## config.mk

```make
export PLATFORM = sky130hd
export DESIGN_NAME = cwd_top
export DESIGN_NICKNAME = d
export VERILOG_FILES = /design/src/hw/cwd_pkg.sv /design/src/hw/cwd_sync.sv /design/src/hw/cwd_top.sv
export SDC_FILE = /design/constraint.sdc
export NUM_CORES = 1
export LEC_CHECK = 0
export ABC_AREA = 1
export BUFFER_PORTS_ARGS = -buffer_cell sky130_fd_sc_hd__buf_2
export CELL_PAD_IN_SITES_DETAIL_PLACEMENT = 1
export CELL_PAD_IN_SITES_GLOBAL_PLACEMENT = 1
export CORE_ASPECT_RATIO = 0.75
export CORE_MARGIN = 2
export CORE_UTILIZATION = 46
export CTS_BUF_LIST = sky130_fd_sc_hd__clkbuf_8
export DETAILED_ROUTE_END_ITERATION = 16
export PLACE_DENSITY = 0.83
export SLEW_MARGIN = 20
export SYNTH_ARGS = -nofsm -noshare
export SYNTH_HDL_FRONTEND = slang
export SYNTH_SLANG_ARGS = --single-unit
export TNS_END_PERCENT = 1
```

## constraint.sdc

```tcl
create_clock -name ref_clk_i -period 5.3 [get_ports ref_clk_i]
set_input_delay 1.59 -clock ref_clk_i [delete_from_list [all_inputs] [get_ports ref_clk_i]]
set_output_delay 1.59 -clock ref_clk_i [all_outputs]
set_load 0.05 [all_outputs]
```

## src/hw/cwd_pkg.sv

```systemverilog
/*
 * Constants and carrier types for the bus wake-up and line diagnosis block.
 * Assumes a single 100 MHz clock and a synchronous active-low reset.
 */
package cwd_pkg;

    // ==========================================================
    // Chip modes and wake-up sequence states
    typedef enum logic [1:0] {
        CWD_CHIP_NORMAL = 2'h0,
        CWD_CHIP_STANDBY = 2'h1,
        CWD_CHIP_STOP = 2'h3,
        CWD_CHIP_SLEEP = 2'h2
    } cwd_chip_mode_type;

    typedef enum logic [1:0] {
        CWD_WS_IDLE = 2'h0,
        CWD_WS_REG_ON = 2'h1,
        CWD_WS_RELEASE = 2'h3
    } cwd_wake_state_type;

    // ==========================================================
    // Bit positions in the bus status register
    localparam int CWD_BUS_REG_W = 8;
    localparam int CWD_BIT_WAKE = 3;
    localparam int CWD_BIT_FAIL = 2;
    localparam int CWD_BIT_UNID = 1;

    // Failure code positions in line-specific registers
    localparam int CWD_LINE_W = 3;
    localparam int CWD_LN_GND = 0;
    localparam int CWD_LN_BAT = 1;
    localparam int CWD_LN_LOG = 2;

    // ==========================================================
    // Timing
    localparam int CWD_CLK_MHZ = 100;
    localparam int CWD_REG_SETTLE_US = 10;
    localparam int CWD_REG_SETTLE_CYC = CWD_REG_SETTLE_US * CWD_CLK_MHZ;
    localparam int CWD_ID_CYCLES = 5;
    localparam logic [2:0] CWD_CNT_ZERO = 3'h0;

    // ==========================================================
    // Comparator set, one bit per line and threshold
    typedef struct packed {
        logic low_line_ground_cmp;
        logic high_line_ground_cmp;
        logic low_line_battery_cmp;
        logic high_line_battery_cmp;
        logic low_line_logic_supply_cmp;
        logic high_line_logic_supply_cmp;
    } cwd_cmp_type;

    localparam cwd_cmp_type CWD_HEALTHY_REC = 6'h30;
    localparam cwd_cmp_type CWD_HEALTHY_DOM = 6'h10;

    // Failure classes
    typedef struct packed {
        logic [CWD_LINE_W-1:0] low_line;
        logic [CWD_LINE_W-1:0] high_line;
    } cwd_fail_type;

endpackage

```

## src/hw/cwd_sync.sv

```systemverilog
/*
 * Two-flop synchroniser for a vector of comparator levels.
 * Assumes inputs are quasi-static analog comparator outputs.
 */
`timescale 1ns/1ps
module cwd_sync #(
    parameter int WIDTH = 6
) (
    input wire logic ref_clk_i,
    input wire logic reset_n_i,
    input wire logic [WIDTH-1:0] async_i,
    output logic [WIDTH-1:0] sync_o
);
    typedef struct packed {
        logic [WIDTH-1:0] meta;
        logic [WIDTH-1:0] sync;
    } cwd_sync_state_type;

    cwd_sync_state_type state_q;
    cwd_sync_state_type state_d;

    initial begin
        if (WIDTH < 1) begin
            $error("cwd_sync: WIDTH must be positive");
        end
    end

    always_comb begin
        state_d.meta = async_i;
        state_d.sync = state_q.meta;
    end

    always_ff @(posedge ref_clk_i) begin
        if (!reset_n_i) begin
            state_q <= '0;
        end else begin
            state_q <= state_d;
        end
    end

    assign sync_o = state_q.sync;
endmodule

```

## src/hw/cwd_top.sv

```systemverilog
/*
 * Bus wake-up reporting and bus line short diagnosis.
 * Assumes mode inputs come from the register logic, a register read strobe,
 * and raw comparator levels plus the driver phase from the transceiver.
 */
`timescale 1ns/1ps
module cwd_top #(
    parameter int SETTLE_CYCLES = cwd_pkg::CWD_REG_SETTLE_CYC,
    parameter int ID_CYCLES = cwd_pkg::CWD_ID_CYCLES
) (
    input wire logic ref_clk_i,
    input wire logic reset_n_i,
    input wire cwd_pkg::cwd_chip_mode_type chip_mode_i,
    input wire logic bus_sleep_i,
    input wire logic bus_wake_enable_i,
    input wire logic transceive_mode_i,
    input wire logic bus_wake_event_i,
    input wire logic other_wake_event_i,
    input wire logic bus_reg_read_i,
    input wire logic driver_dominant_i,
    input wire logic phase_valid_i,
    input wire cwd_pkg::cwd_cmp_type cmp_raw_i,
    output logic main_reg_on_o,
    output logic host_reset_n_o,
    output logic irq_pulse_o,
    output logic [cwd_pkg::CWD_BUS_REG_W-1:0] bus_status_o,
    output logic [cwd_pkg::CWD_LINE_W-1:0] timer_diag_registers_o,
    output logic [cwd_pkg::CWD_LINE_W-1:0] low_power_ctrl_register_o
);
    localparam int SET_W = $clog2(SETTLE_CYCLES + 1);

    initial begin
        if (SETTLE_CYCLES < 1 || ID_CYCLES < 1 || ID_CYCLES > 7) begin
            $error("cwd_top: unsupported SETTLE_CYCLES or ID_CYCLES");
        end
    end

    typedef struct packed {
        cwd_pkg::cwd_wake_state_type wstate;
        logic [SET_W-1:0] settle;
        logic main_reg_on;
        logic host_reset_n;
        logic irq;
        logic wake_flag;
        logic tx_seen;
        cwd_pkg::cwd_cmp_type rec_smp;
        logic rec_ok;
        logic rec_fail;
        logic dom_fail;
        cwd_pkg::cwd_fail_type cand;
        logic [2:0] match_cnt;
        logic fail;
        logic unid;
        cwd_pkg::cwd_fail_type ident;
    } cwd_state_type;

    cwd_state_type state_q;
    cwd_state_type state_d;
    cwd_pkg::cwd_cmp_type cmp_s;

    // ==========================================================
    // Comparator synchroniser
    cwd_sync #(
        .WIDTH($bits(cwd_pkg::cwd_cmp_type))
    ) u_sync (
        .ref_clk_i(ref_clk_i),
        .reset_n_i(reset_n_i),
        .async_i(cmp_raw_i),
        .sync_o(cmp_s)
    );

    // ==========================================================
    // Decode one recessive/dominant pair into line failures
    function automatic cwd_pkg::cwd_fail_type decode_pair(
        input cwd_pkg::cwd_cmp_type rec,
        input cwd_pkg::cwd_cmp_type dom
    );
        cwd_pkg::cwd_fail_type f;
        f = '0;
        if (!rec.low_line_ground_cmp && !rec.high_line_ground_cmp) begin
            if (!dom.high_line_ground_cmp) begin
                f.high_line[cwd_pkg::CWD_LN_GND] = 1'b1;
            end else if (!dom.low_line_ground_cmp) begin
                f.low_line[cwd_pkg::CWD_LN_GND] = 1'b1;
            end
        end
        if (rec.low_line_battery_cmp && rec.high_line_battery_cmp && dom.high_line_battery_cmp) begin
            if (dom.low_line_battery_cmp) begin
                f.low_line[cwd_pkg::CWD_LN_BAT] = 1'b1;
            end else begin
                f.high_line[cwd_pkg::CWD_LN_BAT] = 1'b1;
            end
        end
        if (rec.low_line_logic_supply_cmp && rec.high_line_logic_supply_cmp
            && dom.high_line_logic_supply_cmp) begin
            if (dom.low_line_logic_supply_cmp) begin
                f.low_line[cwd_pkg::CWD_LN_LOG] = 1'b1;
            end else begin
                f.high_line[cwd_pkg::CWD_LN_LOG] = 1'b1;
            end
        end
        return f;
    endfunction

    // Recessive-only failure check, line unknown
    function automatic logic rec_failed(input cwd_pkg::cwd_cmp_type rec);
        return (!rec.low_line_ground_cmp && !rec.high_line_ground_cmp)
            || (rec.low_line_battery_cmp && rec.high_line_battery_cmp)
            || (rec.low_line_logic_supply_cmp && rec.high_line_logic_supply_cmp);
    endfunction

    logic wake_any;
    logic in_stop;
    logic in_sleep;
    logic bus_report;
    cwd_pkg::cwd_fail_type pair_f;

    always_comb begin
        state_d = state_q;
        in_sleep = (chip_mode_i == cwd_pkg::CWD_CHIP_SLEEP);
        in_stop = (chip_mode_i == cwd_pkg::CWD_CHIP_STOP);
        bus_report = bus_sleep_i && bus_wake_enable_i && bus_wake_event_i;
        wake_any = bus_report || other_wake_event_i;
        pair_f = decode_pair(state_q.rec_smp, cmp_s);
        state_d.irq = 1'b0;

        // ======================================================
        // Wake-up reporting
        case (state_q.wstate)
            cwd_pkg::CWD_WS_IDLE: begin
                if (in_sleep) begin
                    state_d.main_reg_on = 1'b0;
                    state_d.host_reset_n = 1'b0;
                    if (wake_any) begin
                        state_d.main_reg_on = 1'b1;
                        state_d.settle = '0;
                        state_d.wstate = cwd_pkg::CWD_WS_REG_ON;
                    end
                end else begin
                    state_d.main_reg_on = 1'b1;
                    state_d.host_reset_n = 1'b1;
                end
            end
            cwd_pkg::CWD_WS_REG_ON: begin
                state_d.settle = state_q.settle + 1'b1;
                if (state_q.settle == SET_W'(SETTLE_CYCLES - 1)) begin
                    state_d.wstate = cwd_pkg::CWD_WS_RELEASE;
                end
            end
            cwd_pkg::CWD_WS_RELEASE: begin
                state_d.host_reset_n = 1'b1;
                if (!in_sleep) begin
                    state_d.wstate = cwd_pkg::CWD_WS_IDLE;
                end
            end
            default: begin
                state_d.wstate = cwd_pkg::CWD_WS_IDLE;
            end
        endcase

        if (in_stop && wake_any) begin
            state_d.irq = 1'b1;
        end

        // Flag clears after transceive mode then a read; new wake wins
        if (transceive_mode_i) begin
            if (state_q.wake_flag) begin
                state_d.tx_seen = 1'b1;
            end
        end else begin
            state_d.tx_seen = 1'b0;
        end
        if (state_q.tx_seen && transceive_mode_i && bus_reg_read_i) begin
            state_d.wake_flag = 1'b0;
            state_d.tx_seen = 1'b0;
        end
        if (bus_report && (in_stop || in_sleep
            || chip_mode_i == cwd_pkg::CWD_CHIP_NORMAL
            || chip_mode_i == cwd_pkg::CWD_CHIP_STANDBY)) begin
            state_d.wake_flag = 1'b1;
        end

        // ======================================================
        // Bus diagnosis
        if (phase_valid_i && !driver_dominant_i) begin
            state_d.rec_smp = cmp_s;
            state_d.rec_ok = 1'b1;
            state_d.rec_fail = rec_failed(cmp_s);
            if (rec_failed(cmp_s)) begin
                state_d.fail = 1'b1;
                if (state_q.ident == '0) begin
                    state_d.unid = 1'b1;
                end
            end else if (!state_q.dom_fail) begin
                state_d.fail = 1'b0;
                state_d.unid = 1'b0;
                state_d.match_cnt = cwd_pkg::CWD_CNT_ZERO;
                state_d.cand = '0;
                state_d.ident = '0;
            end
        end
        if (phase_valid_i && driver_dominant_i && state_q.rec_ok) begin
            state_d.rec_ok = 1'b0;
            state_d.dom_fail = (pair_f != '0) || (cmp_s != cwd_pkg::CWD_HEALTHY_DOM);
            if (pair_f != '0 && pair_f == state_q.cand) begin
                if (state_q.match_cnt != 3'(ID_CYCLES)) begin
                    state_d.match_cnt = state_q.match_cnt + 1'b1;
                end
            end else begin
                state_d.cand = pair_f;
                state_d.match_cnt = (pair_f != '0) ? 3'h1 : cwd_pkg::CWD_CNT_ZERO;
            end
            if (pair_f != '0 && state_d.match_cnt == 3'(ID_CYCLES)) begin
                state_d.ident = pair_f;
                state_d.unid = 1'b0;
            end
            if (state_d.dom_fail || state_q.rec_fail) begin
                state_d.fail = 1'b1;
            end else if (state_q.rec_smp == cwd_pkg::CWD_HEALTHY_REC) begin
                state_d.fail = 1'b0;
                state_d.unid = 1'b0;
                state_d.ident = '0;
            end
        end
    end

    always_ff @(posedge ref_clk_i) begin
        if (!reset_n_i) begin
            state_q <= '0;
            state_q.main_reg_on <= 1'b1;
            state_q.host_reset_n <= 1'b1;
            state_q.rec_smp <= cwd_pkg::CWD_HEALTHY_REC;
        end else begin
            state_q <= state_d;
        end
    end

    // ==========================================================
    // Outputs, all straight from flip-flops
    always_comb begin
        bus_status_o = '0;
        bus_status_o[cwd_pkg::CWD_BIT_WAKE] = state_q.wake_flag;
        bus_status_o[cwd_pkg::CWD_BIT_FAIL] = state_q.fail;
        bus_status_o[cwd_pkg::CWD_BIT_UNID] = state_q.unid;
    end
    assign timer_diag_registers_o = state_q.ident.low_line;
    assign low_power_ctrl_register_o = state_q.ident.high_line;
    assign main_reg_on_o = state_q.main_reg_on;
    assign host_reset_n_o = state_q.host_reset_n;
    assign irq_pulse_o = state_q.irq;
endmodule

```

==> results of run 1 <==
[worst max-delay path by stage]
| stage | to | cells after the start |
|---|---|---|
| floorplan | low_power_ctrl_register_o[0]$_SDFF_PN0_ | 10 |
| global placement | bus_status_o[1]$_SDFF_PN0_ | 11 |
| CTS | bus_status_o[1]$_SDFF_PN0_ | 11 |
| detailed placement | bus_status_o[1]$_SDFF_PN0_ | 11 |
| finish | bus_status_o[1]$_SDFF_PN0_ | 11 |
| global route | bus_status_o[1]$_SDFF_PN0_ | 11 |
[through the flow]
stage / instance area, µm² / setup WS (ns) / hold WS [ns]
CTS: 3000 / 2.21 / 0.428
detailed placement: 2900 / 1.97 / 0.406
global placement: 2900 / 2.08 / 0.395
floorplan: 2780 / 2.49 / 0.390
finish: 3000 / 2.23 / 0.424
global route: 3000 / 2.01 / 0.441
[critical path: stages]
cell	delay (ns)
buf_2	0.10
inv_1	0.04
nand2_1	0.18
nor2_1	0.21
nand2_2	0.24
nand3_1	0.15
o21ai_0	0.25
nor2_8	0.24
nand2_4	0.09
nor2_1	0.12
nor2_1	0.06
[state kept, by name (all words and copies together) (netlist names), 3 cells and up]
register and cells:
state_q 31, u_sync.state_d 6, u_sync.sync_o 6, bus_status_o 3, low_power_ctrl_register_o 3, timer_diag_registers_o 3
[power breakdown]
| group | switching [mW] | internal, mW |
|---|---|---|
| clock | 0.140 | 0.138 |
| combinational | 0.146 | 0.0598 |
| sequential | 0.0188 | 0.439 |
| total | 0.305 | 0.638 |
[cell usage after synthesis (6+ instances only)]
master   number
nand2_1      86
dfxtp_1      55
inv_1        55
nor2_1       35
nand3_1      34
a21oi_1      23
o21ai_0      16
buf_4        15
nor3_1        8
ha_1          6
nand2_2       6
[cell type report]
class / count / area share
sequential: 55 / 0.367
inverter: 58 / 0.0725
clock buffer: 5 / 0.0229
clock inverter: 2 / 0.0125
multi-input combinational: 259 / 0.444
timing repair buffer: 29 / 0.0484
tap: 78 / 0.0325
[layout by cell type (no fill, tap or decap), drive strengths merged]
master    netlist  layout
conb            1       5
a31oi           2       2
nor3b           1       1
nand2          94      94
o2111a          1       1
nor2           44      44
nand3          34      34
inv            58      58
o21ai          21      21
buf            16      29
a21oi          24      24
nor4            1       1
o41ai           2       2
dfxtp          55      55
a32oi           1       1
nand3b          1       1
xor2            1       1
bufinv          0       1
and2            1       1
ha              6       6
a211oi          7       7
clkbuf          4       5
nor3            8       8
o2111ai         1       1
nand4           2       2
clkinvlp        0       1
o211ai          1       1
xnor2           1       1
[logic make-up after synthesis]
kind of cell,after synthesis
buf+inv,78
fa+ha+maj,6
xor+xnor,2
simple gates,186
flops,55
other cells,1
compound gates,60
[layer usage]
layer,vias to the layer above,track usage,share of wire
li1,1264,-,-
met1,1129,0.296,0.50
met2,43,0.326,0.45
met3,4,0.0373,0.040
met4,0,0.0451,0.0067
met5,-,0,0
==> results by group, run 1 <==
Global route
  – Total grt overflow: 0
  – Vias in the first global route: 2408
  – Initial antenna violation count: 0
  – Wire length of the first global-routing pass: 11.0 mm
  – Maximum number of pins on one net before global-route repair: 29
  – GRT Util Overall: 0.206

Floorplanning
  – IO Count: 35
  – Die Span Y: 71.2 µm
  – Area of the core: 5830 µm²
  – Initial core utilization: 0.475
  – Row cnt: 24
  – Horizontal extent of the die: 93.6 µm
  – Die area: 6660 µm²

Clock tree
  – Clock input transition at the sequential cells of the worst setup and hold paths: 0.10 ns
  – Clock Path Buffers: 2
  – Total CTS buffers: 5
  – Cts-stage hold buffer count: 0
  – CTS root buf: clkbuf_8
  – Clock tree from TritonCTS: built
  – Post-CTS setup buffers: 0
  – Insertion delay to the later sink of the worst-skew pair: 0.31 ns
  – Post-CTS Resized: 0
  – Sinks on Clock Net: 55
  – Count of H-tree levels built during CTS: 2

Yosys
  – Post-Synth Adder-Cell Area: 0.0271
  – Number of enable-type register cells in the synthesized netlist: 0
  – Post-synthesis xor/xnor area fraction: 0.00633
  – Part of the Yosys area used for sequential elements: 0.398
  – Main combinational cell family by area after synthesis: simple AND/OR/NAND/NOR gates
  – Proportion of synthesized area in mux cells: 0
  – Async set-or-reset flop fraction in the synthesized netlist: 0
  – Compound-Gate Fraction of Synth Area: 0.135
  – Synthesized netlist cell count: 388
  – Register bit count reported by yosys: 55
  – Area share of the leading cell type in the synthesized netlist: 0.398
  – Synth area leader: dfxtp_1
  – Synthesis warning total: 0
  – Largest cells by area after synthesis: dfxtp_1 40%, nand2_1 12%, inv_1 7.5%
  – Post-Synth Simple-Gate Area: 0.307
  – Netlist area before placement: 2770 µm²
  – Main synth FF type: dfxtp_1
  – Cell variety after synth: 37
  – Post-synthesis average cell area: 7.14 µm²

Power
  – Total Power Consumption: 943 µW
  – Max rail drop VDD: 0.160 mV
  – Total power divided by cell area: 314 nW/µm²
  – Lkg Pwr: 1.45 nW

Worst hold path
  – Endpoint, Worst Hold: u_sync.sync_o[2]$_SDFF_PN0_
  – Hold Path Origin: u_sync.state_d[2]$_SDFF_PN0_
  – Number of cells traversed by the worst hold path: 2
  – Hold/Removal Path Class: register to register

Cells and area
  – Antenna diode count: 0
  – Number of nets in the finished design: 432
  – Area of the multi-input gates: 1330 µm²
  – Layout Utilization: 0.515
  – Fraction of final layout cells sized beyond drive strength 1: 0.150
  – Post-route insts no fill: 486
  – Syn-to-layout area delta: 8.40%
  – Filler cell count: 754
  – Sequential Area: 1100 µm²

Critical path
  – Max Fanout on Critical Path: 17
  – R2R depth: 11
  – Reg-to-reg endpoint: bus_status_o[1]$_SDFF_PN0_
  – Data arrival time at the worst-slack endpoint: 3.29 ns
  – Kind of end point of the critical path: register
  – Worst setup SP type: primary input
  – Crit path from: driver_dominant_i
  – FF-to-FF Start: u_sync.sync_o[1]$_SDFF_PN0_
  – Worst setup path class: primary input to register
  – Reg2Reg Setup Slack: 3.33 ns
  – Worst endpoint required time: 5.51 ns

Run status
  – Outcome: completed

Timing
  – Final hold violations: 0
  – Post-Route Setup TNS: 0 ns
  – Period utilization: 0.580
  – Setup repair after global routing missed its margin: false
  – Max-slew violations: 0
  – Final Setup Violations: 0
  – Slew margin rel.: 0.555
  – Post-layout minimum cycle time: 3.07 ns
  – Slew at the pin closest to its max-slew limit: 0.660 ns
  – F_max: 0.325 GHz
  – Skew final: 0.00890 ns

Place
  – Routability congestion estimate: 0.825
  – Number of cells in the design after placement: 479
  – Buffers on Ports: 29
  – Final HPWL from detailed placement: 4.86 mm

Route
  – Wirelength, routed: 6.45 mm
  – Count of antenna-violating nets left after detailed routing: 0
  – DRC violations left: 0
  – Number of iterations in the first detailed-routing pass: 4
  – Via density per instance: 5.02
  – Drt initial violations: 65
  – Vias: 2440
  – Detailed-route wire length per cell: 13.3 µm

Job
  – Number of max-cap violations: 0
No activity file was read; power rests on OpenSTA's default activity.
==> run 2, diff against run 1 <==
--- a/config.mk
+++ b/config.mk
@@ -11,10 +11,10 @@
 export CELL_PAD_IN_SITES_GLOBAL_PLACEMENT = 1
 export CORE_ASPECT_RATIO = 0.75
 export CORE_MARGIN = 2
-export CORE_UTILIZATION = 46
+export CORE_UTILIZATION = 39
 export CTS_BUF_LIST = sky130_fd_sc_hd__clkbuf_8
 export DETAILED_ROUTE_END_ITERATION = 16
-export PLACE_DENSITY = 0.83
+export PLACE_DENSITY = 0.75
 export SLEW_MARGIN = 20
 export SYNTH_ARGS = -nofsm -noshare
 export SYNTH_HDL_FRONTEND = slang
==> constraint.sdc (replaced) <==
create_clock -name ref_clk_i -period 2.7 [get_ports ref_clk_i]
set_input_delay 0.81 -clock ref_clk_i [delete_from_list [all_inputs] [get_ports ref_clk_i]]
set_output_delay 0.81 -clock ref_clk_i [all_outputs]
set_load 0.05 [all_outputs]
==> run 2 against run 1 <==
First-iteration DRC count shrank 26%. Sequential cell count is the same. Global-route usage shrank 2.4 points. Sequential power grew 97%. Die area grew 17%. Wire length grew 1.8%. Critical path type unchanged. Highest routed layer unchanged.
==> results by group, run 2 (same netlist as run 1, synthesis figures left out) <==
Run status
  – Outcome: completed

Floorplanning
  – IO Count: 35 (unchanged)
  – Horizontal extent of the die: 101 µm (+8.2%)
  – Initial core utilization: 0.405 (-0.0700)
  – Row cnt: 26 (+8.3%)
  – Area of the core: 6830 µm² (+17%)
  – Die Span Y: 77.0 µm (+8.1%)
  – Die area: 7800 µm² (+17%)

Critical path
  – Crit path from: driver_dominant_i
  – Bufs and invs on worst path: 2 (unchanged)
  – Worst setup path class: primary input to register
  – CP Cell Sequence: buf_2 -> inv_1 -> nand2_1 -> nor2_1 -> nand2_2 -> nand3_1 -> o21ai_0 -> nor2_8 -> nand3_1 -> nand3_1 -> nand2_1
  – Slowest CP cell: nor2_8
  – Data arrival time at the worst-slack endpoint: 2.32 ns (-0.97 ns)
  – Worst endpoint required time: 2.92 ns (-2.59 ns)
  – Family with the most delay on the worst path: simple AND/OR/NAND/NOR gates
  – Max Fanout on Critical Path: 10 (-7)
  – Critical path's most frequent cell: nand3_1
  – FF-to-FF Start: u_sync.sync_o[2]$_SDFF_PN0_
  – Longest individual stage delay on the worst path: 0.24 ns (about the same)
  – Kind of end point of the critical path: register
  – Worst setup SP type: primary input

Cells and area
  – Most frequent cells in the layout: 86 x nand2_1, 55 x inv_1, 55 x dfxtp_1, 35 x nor2_1, 34 x nand3_1
  – Largest register by flop count: state_q
  – Number of nets in the finished design: 434 (+0.46%)
  – Flip-flop count of the largest register after layout: 31 (unchanged)
  – Antenna diode count: 0 (unchanged)
  – Syn-to-layout area delta: 8.68%
  – Commonest non-fill, non-tap cell in the layout: nand2_1
  – Layout Utilization: 0.440 (-0.0748)
  – Fraction of final layout cells sized beyond drive strength 1: 0.156 (+0.00621)

Clock tree
  – CTS root buf: clkbuf_8
  – Clock input transition at the sequential cells of the worst setup and hold paths: 0.11 ns (about the same)
  – Clock Path Buffers: 2 (unchanged)
  – Count of H-tree levels built during CTS: 2 (unchanged)
  – Insertion delay to the later sink of the worst-skew pair: 0.32 ns (about the same)
  – Post-CTS Resized: 0 (unchanged)
  – Total CTS buffers: 5 (unchanged)
  – Clock tree from TritonCTS: built
  – Cts-stage hold buffer count: 0 (unchanged)
  – Post-CTS setup buffers: 0 (unchanged)
  – Sinks on Clock Net: 55 (unchanged)

Global route
  – Vias in the first global route: 2450 (+1.7%)
  – Total grt overflow: 0 (unchanged)
  – Initial antenna violation count: 0 (unchanged)
  – GRT Util Overall: 0.182 (-0.0241)
  – Maximum number of pins on one net before global-route repair: 19 (-34%)
  – Wire length of the first global-routing pass: 11.4 mm (+3.7%)

Timing
  – F_max: 0.476 GHz
  – Period utilization: 0.778
  – Final Setup Violations: 0 (unchanged)
  – Post-Route Setup TNS: 0 ns (unchanged)
  – Post-layout minimum cycle time: 2.10 ns
  – Slew at the pin closest to its max-slew limit: 0.648 ns (-0.0119 ns)
  – Slew margin rel.: 0.563 (+0.00803)
  – Skew final: 0.00919 ns (+0.000286 ns)
  – Setup repair after global routing missed its margin: false
  – Final hold violations: 0 (unchanged)
  – Max-slew violations: 0 (unchanged)

Place
  – Final HPWL from detailed placement: 5.06 mm (+4.1%)
  – Buffers on Ports: 29 (unchanged)
  – Routability congestion estimate: 0.788 (-4.5%)

Route
  – Wirelength, routed: 6.57 mm (+1.8%)
  – Count of antenna-violating nets left after detailed routing: 0 (unchanged)
  – DRC violations left: 0 (unchanged)
  – Via density per instance: 4.95 (-1.3%)
  – Number of iterations in the first detailed-routing pass: 4 (unchanged)
  – Detailed-route wire length per cell: 13.3 µm (about the same)
  – Vias: 2452 (+0.49%)
  – Drt initial violations: 48 (-26%)

Job
  – Number of max-cap violations: 0 (unchanged)

Power
  – Lkg Pwr: 1.46 nW (+0.50%)
  – Net Sw Frac: 0.347 (+0.0235)
  – Max rail drop VDD: 0.228 mV (+42%)
  – Int Power: 1.17 mW (+83%)
  – Net switching power: 621 µW (+100%)
  – Share of power burned in the clock network: 0.268 (-0.027)
  – Sequential fraction of design power: 0.503 (+0.017)
  – Combinational power share: 0.230 (+0.011)
  – Total power divided by cell area: 595 nW/µm² (+89%)

Worst hold path
  – Hold Path Origin: u_sync.state_d[2]$_SDFF_PN0_
  – Hold/Removal Path Class: register to register
-- run 2: cell count changes in the layout (fill, tap and decap cells not counted), sizes merged --
cell      previous run  this run
bufinv               1         0
clkinvlp             1         0
buf                 29        31
inv                 58        59
clkinv               0         2
-- run 2: stage by stage --
step                      hold WS (ns)  setup WS (ns)  power [mW]  area [µm²]  cells
after global placement           0.393          0.344        1.32        2920    487
after CTS                        0.429          0.608        1.82        3010    495
after detailed placement         0.408          0.270        1.33        2920    487
after global routing             0.437          0.392        1.91        3010    495
after floorplan                  0.390          0.668        1.23        2780    392
final                            0.426          0.601        1.79        3010    495
-- run 2: metal layers --
| layer | GRT usage | part of all wire | vias up |
|---|---|---|---|
| li1 | - | - | 1266 |
| met1 | 0.261 | 0.53 | 1155 |
| met2 | 0.281 | 0.44 | 26 |
| met3 | 0.0356 | 0.023 | 5 |
| met4 | 0.0405 | 0.0070 | 0 |
| met5 | 0 | 0 | - |
-- run 2: worst reg2reg max path: stages, from the launching register on --
cell and delay (ns):
dfxtp_1 0.45, nand4_1 0.25, nand2_1 0.12, nand2_1 0.06
nor2_1 0.09, nand2_1 0.11, nor2_4 0.21, nand2_4 0.11
nor2_8 0.15, nand3_1 0.12, nand3_1 0.11, nand2_1 0.05
-- run 2: cell type report --
class	count	area (µm²)
Clock buffer	5	68.8
Clock inverter	3	22.5
Fill cell	898	3820
Inverter	58	218
Multi-Input combinational cell	259	1330
Sequential cell	55	1100
Tap cell	84	105
Timing Repair Buffer	31	160
-- run 2: power by group through the flow --
stage                     Clock, mW  Sequential, mW  Combinational [mW]
final                         0.479           0.900               0.411
after global routing          0.539           0.908               0.468
after CTS                     0.502           0.900               0.416
after detailed placement          0           0.919               0.415
after global placement            0           0.916               0.402
after floorplan                   0           0.943               0.288
-- run 2: final timing paths --
path | depth (start not counted) | to | slack (ns)
worst min-delay path | 2 | u_sync.sync_o[2]$_SDFF_PN0_ | 0.43
worst max register to register | 11 | timer_diag_registers_o[0]$_SDFF_PN0_ | 0.78
worst min register to register | 2 | u_sync.sync_o[2]$_SDFF_PN0_ | 0.43
worst max-delay path | 11 | timer_diag_registers_o[0]$_SDFF_PN0_ | 0.60
